===== config.mk =====
export PLATFORM = sky130hd
export DESIGN_NAME = smps_socket_regs
export DESIGN_NICKNAME = d
export VERILOG_FILES = /design/src/rtl/smps_socket_regs.v /design/src/rtl/smps_event_flags.v /design/src/rtl/smps_change_detect.v
export VERILOG_INCLUDE_DIRS = /design/src /design/src/rtl
export SDC_FILE = /design/constraint.sdc
export NUM_CORES = 1
export LEC_CHECK = 0
export ABC_CLOCK_PERIOD_IN_PS = 3300
export BUFFER_PORTS_ARGS = -buffer_cell sky130_fd_sc_hd__buf_2
export CAP_MARGIN = 20
export CORE_MARGIN = 4
export CORE_UTILIZATION = 50
export DETAILED_ROUTE_END_ITERATION = 16
export PLACE_DENSITY = 0.84
export SYNTH_ARGS = -nofsm -noshare
export SYNTH_HDL_FRONTEND = slang
export SYNTH_HIERARCHICAL = 1
export SYNTH_SLANG_ARGS = --single-unit

===== constraint.sdc =====
create_clock -name clock -period 3.3 [get_ports clock]
set_clock_uncertainty 0.05 [all_clocks]
set_input_delay 0.66 -clock clock [delete_from_list [all_inputs] [get_ports clock]]
set_output_delay 0.66 -clock clock [all_outputs]
set_load 0.05 [all_outputs]

===== src/rtl/smps_map.vh =====
// Register map, field positions and reset values of the socket mask and
// present-state block. Definitions only; included by the design files.
`ifndef SMPS_MAP_VH
`define SMPS_MAP_VH

// Register offsets (byte addresses)
`define SMPS_OFS_EVENT      8'h00
`define SMPS_OFS_MASK       8'h04
`define SMPS_OFS_PRESENT    8'h08
`define SMPS_OFS_FORCE      8'h0c
`define SMPS_OFS_CAP        8'h24

// Event and mask bit positions
`define SMPS_EVT_W          4
`define SMPS_EVT_STS        0
`define SMPS_EVT_CD1        1
`define SMPS_EVT_CD2        2
`define SMPS_EVT_PWR        3

// Force event fields
`define SMPS_FRC_ZV         27
`define SMPS_FRC_VSTEST     14

// Present-state fields
`define SMPS_PS_CAP_HI      31
`define SMPS_PS_CAP_LO      28
`define SMPS_PS_ZV          27
`define SMPS_PS_CVOLT_HI    13
`define SMPS_PS_CVOLT_LO    11
`define SMPS_PS_READY       6
`define SMPS_PS_CB          5
`define SMPS_PS_16          4

// Reset values
`define SMPS_MASK_RST       4'h0
`define SMPS_EVT_RST        4'h0
`define SMPS_CAP_RST        4'h3
`define SMPS_ZV_RST         1'h0
`define SMPS_CVOLT_RST      3'h0
`define SMPS_LIVE_RST       4'h6
`define SMPS_ZERO32         32'h0000_0000

`endif


===== src/rtl/smps_socket_regs.v =====
// Socket event, mask, present-state and force event registers of one
// card socket, plus the status change interrupt.
// Assumes a simple synchronous register port and socket pin levels that
// are already synchronous to clock; card identification is done outside.
`timescale 1ns/100ps
`default_nettype none
`include "smps_map.vh"

// Overview of operation
// - Mask bits 31 to 4 read zero and ignore writes.
// - Mask only gates the interrupt; event flags always latch changes.
// - Mask bit 3 enables interrupt from power state events.
// - Mask bits 2 and 1 enable card detect interrupts; 01, 10 reserved.
// - Mask bit 0 enables interrupt from status line changes.
// - Present-state shows the forced zoomed video bit and real socket status.
// - Card voltage and type captured when identification completes, held until next.
// - Detect pin changes during identification do not update state.
// - Bits 31 and 30 read zero unless overridden.
// - Bits 29 and 28 read one unless overridden.
// - Bit 27 reports zoomed video support.
// - Present-state bits 26 to 14 read zero.
// - Bits 13 to 11 show card support of Y.Y, X.X, 3.3 V.
// - Present-state is read-only, resets to 3000_00XX.
// - Status event on both edges for 16-bit, rising for CardBus.
// - Event flags clear on write of one; zero leaves them.
// - Detect bits read one when pin high, zero when low.
module smps_socket_regs (
  // Clock and synchronous reset
  input  wire        clock,
  input  wire        reset,

  // Register port
  input  wire        reg_wr,
  input  wire        reg_rd,
  input  wire [7:0]  reg_addr,
  input  wire [31:0] reg_wdata,

  // Socket pin levels, already synchronous
  input  wire        detect_pin_one_level,
  input  wire        detect_pin_two_level,
  input  wire        status_line_level,
  input  wire        ready_level,
  input  wire        socket_powered_flag,

  // Card identification results
  input  wire        ident_busy,
  input  wire        ident_done,
  input  wire        ident_cardbus,
  input  wire        ident_16bit,
  input  wire [2:0]  ident_volt,

  // Read data, interrupt and re-interrogation request
  output wire [31:0] reg_rdata,
  output wire        reg_rvalid,
  output wire        status_change_interrupt,
  output wire        reinterrogate_req
);

  // Register port decode
  wire wr_event;
  wire wr_mask;
  wire wr_force;
  wire wr_cap;

  // Exact decode: no aliases, so stray offsets never reach a register
  assign wr_event = reg_wr & (reg_addr == `SMPS_OFS_EVENT);
  assign wr_mask  = reg_wr & (reg_addr == `SMPS_OFS_MASK);
  assign wr_force = reg_wr & (reg_addr == `SMPS_OFS_FORCE);
  assign wr_cap   = reg_wr & (reg_addr == `SMPS_OFS_CAP);

  // Mask register
  reg [`SMPS_EVT_W-1:0] irq_enable_ff;
  wire power_event_irq_enable;
  wire [1:0] card_detect_irq_enable;
  wire status_line_irq_enable;

  always @(posedge clock) begin
    if (reset) begin
      irq_enable_ff <= `SMPS_MASK_RST;
    end else if (wr_mask) begin
      irq_enable_ff <= reg_wdata[`SMPS_EVT_W-1:0];
    end
  end

  assign power_event_irq_enable = irq_enable_ff[`SMPS_EVT_PWR];
  // Patterns 01 and 10 are reserved; here each bit gates its own detect pin
  assign card_detect_irq_enable = irq_enable_ff[`SMPS_EVT_CD2:`SMPS_EVT_CD1];
  assign status_line_irq_enable = irq_enable_ff[`SMPS_EVT_STS];

  // Socket capability and zoomed video, overridable by software
  // The override register lets software hide a supply the board lacks
  reg [3:0] sock_cap_ff;
  reg       zoomed_video_capable_ff;

  always @(posedge clock) begin
    if (reset) begin
      sock_cap_ff <= `SMPS_CAP_RST;
    end else if (wr_cap) begin
      sock_cap_ff <= reg_wdata[`SMPS_PS_CAP_HI:`SMPS_PS_CAP_LO];
    end
  end

  always @(posedge clock) begin
    if (reset) begin
      zoomed_video_capable_ff <= `SMPS_ZV_RST;
    end else if (wr_force) begin
      zoomed_video_capable_ff <= reg_wdata[`SMPS_FRC_ZV];
    end
  end

  // Card identity, captured only when identification completes
  // Removal leaves it alone, so software can still see the last card
  reg [2:0] card_volt_ff;
  reg       cardbus_card_ff;
  reg       bit16_card_ff;

  always @(posedge clock) begin
    if (reset) begin
      card_volt_ff    <= `SMPS_CVOLT_RST;
      cardbus_card_ff <= 1'h0;
      bit16_card_ff   <= 1'h0;
    end else if (ident_done) begin
      card_volt_ff    <= ident_volt;
      cardbus_card_ff <= ident_cardbus;
      bit16_card_ff   <= ident_16bit;
    end
  end

  // Re-interrogation request from the force register, one-cycle pulse
  // Only a request; the identification logic outside does the work
  reg reinterrogate_ff;

  always @(posedge clock) begin
    if (reset) begin
      reinterrogate_ff <= 1'h0;
    end else begin
      reinterrogate_ff <= wr_force & reg_wdata[`SMPS_FRC_VSTEST];
    end
  end

  // Live socket levels
  reg detect_one_ff;
  reg detect_two_ff;
  reg status_line_ff;
  reg ready_ff;
  reg powered_ff;

  // Reset to the no-card levels, so a card present at reset gives an event
  wire [`SMPS_EVT_W-1:0] live_rst;

  assign live_rst = `SMPS_LIVE_RST;

  always @(posedge clock) begin
    if (reset) begin
      detect_one_ff <= live_rst[`SMPS_EVT_CD1];
      detect_two_ff <= live_rst[`SMPS_EVT_CD2];
    end else if (!ident_busy) begin
      detect_one_ff <= detect_pin_one_level;
      detect_two_ff <= detect_pin_two_level;
    end
  end

  always @(posedge clock) begin
    if (reset) begin
      status_line_ff <= live_rst[`SMPS_EVT_STS];
      ready_ff       <= 1'h0;
      powered_ff     <= live_rst[`SMPS_EVT_PWR];
    end else begin
      status_line_ff <= status_line_level;
      ready_ff       <= ready_level;
      powered_ff     <= socket_powered_flag;
    end
  end

  // Present-state word
  wire [31:0] present_word;
  wire [`SMPS_EVT_W-1:0] monitored;

  assign monitored = {powered_ff, detect_two_ff, detect_one_ff, status_line_ff};

  assign present_word = {sock_cap_ff,
                         zoomed_video_capable_ff,
                         13'h0000,
                         card_volt_ff,
                         4'h0,
                         ready_ff,
                         cardbus_card_ff,
                         bit16_card_ff,
                         monitored};

  // Event detection and flags
  wire [`SMPS_EVT_W-1:0] changed;
  wire [`SMPS_EVT_W-1:0] force_set;
  wire [`SMPS_EVT_W-1:0] clear_set;
  wire [`SMPS_EVT_W-1:0] event_flags;

  smps_change_detect u_detect (
    .clock        (clock),
    .reset        (reset),
    .level        (monitored),
    .cardbus_card (cardbus_card_ff),
    .changed      (changed)
  );

  // Forced events share the set path, so they behave like real ones
  assign force_set = wr_force ? reg_wdata[`SMPS_EVT_W-1:0] : `SMPS_EVT_RST;
  assign clear_set = wr_event ? reg_wdata[`SMPS_EVT_W-1:0] : `SMPS_EVT_RST;

  smps_event_flags u_flags (
    .clock   (clock),
    .reset   (reset),
    .set_evt (changed | force_set),
    .clr_evt (clear_set),
    .flags   (event_flags)
  );

  // Status change interrupt
  reg  irq_ff;
  wire irq_pwr;
  wire irq_cd;
  wire irq_sts;

  assign irq_pwr = power_event_irq_enable & event_flags[`SMPS_EVT_PWR];
  assign irq_cd = |(card_detect_irq_enable &
                    event_flags[`SMPS_EVT_CD2:`SMPS_EVT_CD1]);
  assign irq_sts = status_line_irq_enable & event_flags[`SMPS_EVT_STS];

  // Registered, so the interrupt lags its flag by one cycle
  // level interrupt
  always @(posedge clock) begin
    if (reset) begin
      irq_ff <= 1'h0;
    end else begin
      irq_ff <= irq_pwr | irq_cd | irq_sts;
    end
  end

  // Read path, data one cycle after the strobe
  reg [31:0] rdata_ff;
  reg        rvalid_ff;
  reg [31:0] nxt_rdata;

  always @* begin
    nxt_rdata = `SMPS_ZERO32;
    case (reg_addr)
      `SMPS_OFS_EVENT: begin
        nxt_rdata[`SMPS_EVT_W-1:0] = event_flags;
      end
      `SMPS_OFS_MASK: begin
        nxt_rdata[`SMPS_EVT_W-1:0] = irq_enable_ff;
      end
      `SMPS_OFS_PRESENT: begin
        nxt_rdata = present_word;
      end
      `SMPS_OFS_CAP: begin
        nxt_rdata[`SMPS_PS_CAP_HI:`SMPS_PS_CAP_LO] = sock_cap_ff;
      end
      // The force register is write-only and reads back as zero
      default: begin
        nxt_rdata = `SMPS_ZERO32;
      end
    endcase
  end

  always @(posedge clock) begin
    if (reset) begin
      rdata_ff  <= `SMPS_ZERO32;
      rvalid_ff <= 1'h0;
    end else begin
      rvalid_ff <= reg_rd;
      if (reg_rd) begin
        rdata_ff <= nxt_rdata;
      end
    end
  end

  assign reg_rdata               = rdata_ff;
  assign reg_rvalid              = rvalid_ff;
  assign status_change_interrupt = irq_ff;
  assign reinterrogate_req       = reinterrogate_ff;

endmodule // smps_socket_regs
`default_nettype wire


===== src/rtl/smps_event_flags.v =====
// Sticky socket event flags, one per monitored condition.
// Assumes set and clear strobes are synchronous to clock.
`timescale 1ns/100ps
`default_nettype none
`include "smps_map.vh"

module smps_event_flags (
  input  wire                   clock,
  input  wire                   reset,
  input  wire [`SMPS_EVT_W-1:0] set_evt,
  input  wire [`SMPS_EVT_W-1:0] clr_evt,
  output wire [`SMPS_EVT_W-1:0] flags
);

  reg [`SMPS_EVT_W-1:0] flag_ff;

  genvar i;
  generate
    for (i = 0; i < `SMPS_EVT_W; i = i + 1) begin : g_flag
      // write one clears
      // Set beats clear so an event in the clear cycle survives
      always @(posedge clock) begin
        if (reset) begin
          flag_ff[i] <= 1'h0;
        end else begin
          flag_ff[i] <= set_evt[i] | (flag_ff[i] & ~clr_evt[i]);
        end
      end
    end
  endgenerate

  assign flags = flag_ff;

endmodule // smps_event_flags
`default_nettype wire


===== src/rtl/smps_change_detect.v =====
// Change detector for present-state bits 3..0 that feed the event flags.
// Assumes the monitored levels are already registered.
`timescale 1ns/100ps
`default_nettype none
`include "smps_map.vh"

module smps_change_detect (
  input  wire                   clock,
  input  wire                   reset,
  input  wire [`SMPS_EVT_W-1:0] level,
  input  wire                   cardbus_card,
  output wire [`SMPS_EVT_W-1:0] changed
);

  reg  [`SMPS_EVT_W-1:0] prev_ff;
  reg                    armed_ff;
  wire [`SMPS_EVT_W-1:0] rise;
  wire [`SMPS_EVT_W-1:0] fall;

  // No events until a first real sample has been taken after reset
  always @(posedge clock) begin
    if (reset) begin
      prev_ff  <= `SMPS_LIVE_RST;
      armed_ff <= 1'h0;
    end else begin
      prev_ff  <= level;
      armed_ff <= 1'h1;
    end
  end

  genvar i;
  generate
    for (i = 0; i < `SMPS_EVT_W; i = i + 1) begin : g_edge
      assign rise[i] = armed_ff & level[i] & ~prev_ff[i];
      assign fall[i] = armed_ff & ~level[i] & prev_ff[i];
      if (i == `SMPS_EVT_STS) begin : g_sts
        assign changed[i] = rise[i] | (fall[i] & ~cardbus_card);
      end else begin : g_any
        assign changed[i] = rise[i] | fall[i];
      end
    end
  endgenerate

endmodule // smps_change_detect
`default_nettype wire


==> results of run 1 <==
==> logic make-up after synthesis <==
group,after synthesis,share of synthesized area [%]
flip-flops,46,44.15
multiplexers,12,5.759
other,1,0.1798
XOR/XNOR,3,1.260
buffers and inverters,38,10.26
AO/OA/AOI/OAI,46,16.56
AND/OR/NAND/NOR,66,21.84
==> area by class of cell <==
type                    instances  area share (%)
clock inverters                 3          0.8919
well taps                      50           2.623
clock buffers                   5           2.886
multi-input cells             144           42.39
repair buffers                 52           11.02
inverters                      10           1.574
flip-flops and latches         46           38.61
==> path summary, 6_finish.rpt <==
| path | cells after the start | to | slack, ps | from |
|---|---|---|---|---|
| setup / recovery | 6 | u_flags/flags[0]$_SDFF_PP0_ | 1200 | reg_addr[4] |
| hold / removal | 1 | reg_rdata[6]$_SDFFE_PP0P_ | 400 | ready_ff$_SDFF_PP0_ |
| setup reg to reg | 5 | u_flags/flags[2]$_SDFF_PP0_ | 2210 | detect_two_ff$_SDFFE_PP1N_ |
| hold reg to reg | 1 | reg_rdata[6]$_SDFFE_PP0P_ | 400 | ready_ff$_SDFF_PP0_ |
==> Yosys cell counts (5+ instances only) <==
cell and number:
a21oi_1 11, a22o_1 7, and2_1 7, buf_4 17
clkbuf_1 10, dfxtp_1 46, inv_1 10, mux2i_1 12
nand2_1 5, nand2b_1 7, nand4_1 6, nor2_1 10
nor2b_1 8, o41ai_1 6, or3b_2 5
==> per-stage QoR <==
step | hold slack, ps | util (%) | std cells | cell area (um^2)
global placement | 374.5 | 56.96 | 302 | 2295
detailed placement | 379.2 | 56.96 | 302 | 2295
floorplan | 369.8 | - | 228 | 2146
global route | 426.2 | 59.19 | 310 | 2385
finish | 403.0 | 59.19 | 310 | 2385
CTS | 401.1 | 59.19 | 310 | 2385
==> critical path, delay by kind of cell <==
kind                   cells  cell delay [ps]
and+or+nand+nor            4             1380
buffers and inverters      1              100
AOI/OAI and AO/OA          1               60
==> registers in the layout, indices dropped and copies added (netlist names), 3 cells and up <==
signal,cells
u_flags/flags,4
u_detect/prev_ff,4
reg_rdata,15
sock_cap_ff,4
irq_enable_ff,4
card_volt_ff,3
==> routing by layer <==
layer / wire [um] / GRT usage, % / up-vias
met3: 385 / 4.408 / 5
met4: 71 / 9.016 / 0
li1: - / - / 814
met1: 1811 / 20.70 / 747
met5: 0 / 0 / -
met2: 1939 / 26.25 / 62
==> power groups by stage <==
stage	Clock (mW)	Combinational, mW	Sequential (mW)
floorplan	0	0.117	0.593
global placement	0	0.135	0.592
detailed placement	0	0.137	0.593
CTS	0.352	0.138	0.580
global route	0.371	0.150	0.582
finish	0.339	0.138	0.579
==> flow_summary.yaml, run 1 <==
placed_design:
  post-place-ws_ps: 907.6
  dp_hpwl_um: 2992
  numPortBuffers: 51
  gp_congestion: 0.8824
route:
  vias: 1628
  ant_nets: 0
  first_iter_violations: 116
  drcViolationCount: 0
  wl_um: 4207
  wl_per_cell_um: 13.57
  viasPerCell: 5.252
  drt_pass1_iterations: 4
power:
  internal_power_uw: 761.2
  p_leak_nw: 1.055
  power_mw: 1.056
  power_frac_comb_pct: 13.1
  p_clk_share_pct: 32.1
  p_seq_share_pct: 54.9
  worst_ir_drop_vdd_v: 0.0002242
  powerDensity_nw_per_um2: 442.8
  swShare_pct: 27.92
  switching_power_uw: 294.8
floorplan:
  row_count: 23
  die_w_um: 72.59
  die_h_um: 72.59
  die_area_um2: 5269
  core_um2: 4029
  io_pins: 91
  initial_core_util_pct: 51.77
global_route:
  grt_overflow: 0
  grt_use_total_pct: 16.66
  grt_max_degree: 49
  antenna_found_initial: 0
  grt_pass1_wl_um: 6872
  grt_pass1_vias: 1534
cts:
  clk_latency_ps: 300
  cts_resized: 0
  post-cts-setup-buffers: 0
  cts_buffers: 5
  cts.sinks: 46
  clockBufferDepth: 2
  cts_tree: "done"
  htreeDepth: 2
  clockRootBuffer: "clkbuf_8"
  cts_hold_buf: 0
  clk_pin_slew_ps: 90
logic_synthesis:
  syn_area_um2: 2086
  synthFlopType: "dfxtp_1"
  ys_types: 40
  synth_cells: 212
  synth_area_leader_cell: "dfxtp_1"
  yosys_register_bits: 46
  synth_edf_count: 0
  ys_seq_area_share_pct: 44.15
  synth_top_area_share_pct: 44.15
  ys_warn_count: 6
  synthArstFlopShare_pct: 0
  synthTopCellsByArea: "dfxtp_1, buf_4, mux2i_1"
  syn_area_per_cell_um2: 9.838
sta:
  setup_violations: 0
  worst_slack_ps: 1201
  fmax_mhz: 476.4
  rsz0062_at_grt: "no"
  period_minus_slack_ps: 2099
  drv_slew: 0
  period_share_pct: 63.60
  worstMarginPinSlew_ps: 777.6
  finalHoldViolCount: 0
  setup_tns_ps: 0
  slew_headroom_pct: 48.16
setup_path:
  critPathSlowestCell: "or4_4"
  worstPathRequired_ps: 3410
  arrival_ps: 2210
  path_cells: "buf_2 > or4_4 > nor4_2 > and2_1 > nand2b_1 > a21oi_1"
  end_kind: "flop"
  crit_fanout: 11
  critical_path_class: "in2reg"
  start_kind: "input port"
  max_stage_delay_ps: 640
cells_and_area:
  seqCellArea_um2: 920.9
  num-fill-cells: 366
  mostFrequentLayoutCell: "buf_2"
  fin_nets: 315
  areaGrowthSynthToFinish_pct: 14.34
  layout_common_cells: "buf_2, dfxtp_1, conb_1, mux2i_1, a21oi_1"
  multi_input_area_um2: 1011
  drive_above_1_share_pct: 28.08
  insertedDiodeCount: 0
status:
  outcome: "finished, final reports clean"
job:
  max_cap_violations: 0
worst_hold_path:
  hold_class: "reg2reg"
Power figures use the tool's default switching activity.
==> run 2: changes to the inputs <==
--- a/config.mk
+++ b/config.mk
@@ -6,13 +6,14 @@
 export SDC_FILE = /design/constraint.sdc
 export NUM_CORES = 1
 export LEC_CHECK = 0
-export ABC_CLOCK_PERIOD_IN_PS = 3300
+export ABC_AREA = 1
+export ABC_CLOCK_PERIOD_IN_PS = 2100
 export BUFFER_PORTS_ARGS = -buffer_cell sky130_fd_sc_hd__buf_2
 export CAP_MARGIN = 20
 export CORE_MARGIN = 4
-export CORE_UTILIZATION = 50
+export CORE_UTILIZATION = 46
 export DETAILED_ROUTE_END_ITERATION = 16
-export PLACE_DENSITY = 0.84
+export PLACE_DENSITY = 0.78
 export SYNTH_ARGS = -nofsm -noshare
 export SYNTH_HDL_FRONTEND = slang
 export SYNTH_HIERARCHICAL = 1
==> constraint.sdc (replaced) <==
create_clock -name clock -period 2.1 [get_ports clock]
set_clock_uncertainty 0.05 [all_clocks]
set_input_delay 0.42 -clock clock [delete_from_list [all_inputs] [get_ports clock]]
set_output_delay 0.42 -clock clock [all_outputs]
set_load 0.05 [all_outputs]
==> run 2 against run 1 <==
Net effect:
- non-clock buffer count did not move
- critical path depth up 2
- register-to-register slack worse by 1200 ps
- utilization is 2.2 points lower
- clock power is 92% higher
- first-iteration DRC count is 14% lower
- routed wire length down 0.71%
- power rose by 73%
- area after synthesis decreased by 3.4%
- synthesized cell count rose by 31%
- flip-flop and latch count unchanged
- largest power group unchanged
- cell count up 22%
- critical endpoint is now u_flags/flags[3]$_SDFF_PP0_
==> flow_summary.yaml, run 2 <==
cells_and_area:
  areaGrowthSynthToFinish_pct: 16.45
  insertedDiodeCount: 0
  fin_nets: 384
  mostFrequentLayoutCell: "nand2_1"
  finalNonFillerCells: 379
  largest_reg_flops: 15
  drive_above_1_share_pct: 22.49
  layout_common_cells: "nand2_1, buf_2, dfxtp_1, inv_1, nor2_1"
floorplan:
  initial_core_util_pct: 48.98
  core_um2: 4115
  die_w_um: 74.20
  die_h_um: 74.20
  die_area_um2: 5505
  io_pins: 91
  row_count: 23
sta:
  rsz0062_at_grt: "no"
  timing.hold.ws_ps: 268.5
  setup_violations: 0
  worstMarginPinSlew_ps: 654.4
  finalHoldViolCount: 0
  fmax_mhz: 711.7
  setup_tns_ps: 0
  period_share_pct: 66.91
  worst_slack_ps: 695.0
  slew_headroom_pct: 56.33
  drv_slew: 0
  period_minus_slack_ps: 1405
route:
  wl_um: 4177
  viasPerCell: 4.694
  first_iter_violations: 100
  vias: 1779
  drcViolationCount: 0
  wl_per_cell_um: 11.02
  ant_nets: 0
  drt_pass1_iterations: 4
setup_path:
  path_cells: "buf_2 > nor2_2 > nand2_1 > inv_2 > nand3_1 > o21bai_1 > inv_1 > a21oi_1"
  critPathSlowestCell: "nand3_1"
  arrival_ps: 1580
  r2r_end: "u_flags/flags[3]$_SDFF_PP0_"
  worstPathRequired_ps: 2270
  crit_fanout: 12
  critical_path_class: "in2reg"
  end_kind: "flop"
  r2r.worst_path.cells: 5
  start_kind: "input port"
  r2r_start: "u_detect/armed_ff$_DFF_P_"
  max_stage_delay_ps: 260
  ff2ff_setup_slack_ps: 990
placed_design:
  post-place-ws_ps: 379.4
  numPortBuffers: 51
  dp_cells: 371
  dp_hpwl_um: 3072
  gp_congestion: 0.8153
power:
  powerDensity_nw_per_um2: 777.1
  swShare_pct: 27.56
  p_clk_share_pct: 35.8
  p_leak_nw: 1.123
  worst_ir_drop_vdd_v: 0.0003993
  internal_power_mw: 1.321
  switching_power_uw: 502.6
  power_frac_comb_pct: 13.4
  p_seq_share_pct: 50.8
global_route:
  grt_pass1_wl_um: 6706
  grt_pass1_vias: 1564
  grt_max_degree: 28
  antenna_found_initial: 0
  grt_use_total_pct: 15.98
  grt_overflow: 0
logic_synthesis:
  synthArstFlopShare_pct: 0
  ys_types: 25
  synth.most_common_cell: "nand2_1"
  ys_seq_area_share_pct: 45.69
  synth_top_area_share_pct: 45.69
  synth_cells: 277
  synth_area_leader_cell: "dfxtp_1"
  synthFlopType: "dfxtp_1"
  synthTopCellsByArea: "dfxtp_1, nand2_1, buf_4"
  yosys_register_bits: 46
  ys_top_cells_by_count: "nand2_1, dfxtp_1, inv_1"
  syn_area_um2: 2016
  ys_warn_count: 6
  syn_area_per_cell_um2: 7.277
  synth_edf_count: 0
status:
  outcome: "finished, final reports clean"
worst_hold_path:
  hold_class: "in2reg"
  min_from: "reg_wdata[28]"
  worstHoldPathCells: 3
  whs_endpoint: "sock_cap_ff[0]$_SDFFE_PP1P_"
cts:
  cts.sinks: 46
  cts_hold_buf: 0
  htreeDepth: 2
  cts_tree: "done"
  cts_buffers: 5
  cts_resized: 0
  clockBufferDepth: 2
  clk_latency_ps: 300
  post-cts-setup-buffers: 0
  clockRootBuffer: "clkbuf_8"
  clk_pin_slew_ps: 90
job:
  max_cap_violations: 0
-- run 2: kinds of logic (layout without fill, tap and decap cells) --
group | count (synthesis) | in the layout | share of synthesized area [%]
AO/OA/AOI/OAI | 55 | 55 | 14.59
buffers and inverters | 59 | 95 | 14.77
flip-flops | 46 | 46 | 45.69
other | 1 | 17 | 0.1860
AND/OR/NAND/NOR | 116 | 116 | 24.77
-- run 2: stage by stage --
stage	power, mW	cell area [um^2]	utilization, %
after CTS	1.843	2347	57.04
after detailed placement	1.192	2237	54.36
final	1.824	2347	57.04
after global routing	1.905	2347	57.04
after floorplan	1.151	2076	-
after global placement	1.188	2237	54.36
-- run 2: per-layer routing --
| layer | up-vias | part of all wire [%] | track usage [%] |
|---|---|---|---|
| met1 | 764 | 45 | 19.18 |
| met5 | - | 0 | 0 |
| met3 | 5 | 10 | 5.405 |
| met2 | 70 | 43 | 25.59 |
| li1 | 940 | - | - |
| met4 | 0 | 1.6 | 7.847 |
-- run 2: how the worst max path moves through the flow --
stage	startpoint	depth (start not counted)	end	slack [ps]
after global routing	reg_addr[5]	8	u_flags/flags[2]$_SDFF_PP0_	640
after floorplan	reg_addr[1]	8	u_flags/flags[0]$_SDFF_PP0_	830
after global placement	reg_addr[7]	8	u_flags/flags[2]$_SDFF_PP0_	450
after detailed placement	reg_addr[7]	8	u_flags/flags[3]$_SDFF_PP0_	380
after CTS	reg_rdata[1]$_SDFFE_PP0P_	1	reg_rdata[1]	700
final	reg_addr[7]	8	u_flags/flags[3]$_SDFF_PP0_	690
-- run 2: worst max-delay path, delay by kind of cell --
family | cells | cell delay [ps]
and+or+nand+nor | 3 | 450
buffers and inverters | 3 | 330
AOI/OAI and AO/OA | 2 | 370
-- run 2: power by group through the flow --
stage	combinational, mW	clock, mW	sequential [mW]
after global placement	0.241	0	0.947
final	0.245	0.652	0.927
after detailed placement	0.245	0	0.947
after global routing	0.268	0.705	0.932
after CTS	0.246	0.670	0.927
after floorplan	0.169	0	0.982
-- run 2: layout make-up --
type,count,area [um^2]
tap,50,62.56
multi-input combinational,188,857.1
inverter,35,133.9
timing repair buffer,52,262.8
sequential,46,920.9
clock buffer,6,72.57
fill,413,1768
clock inverter,2,37.54
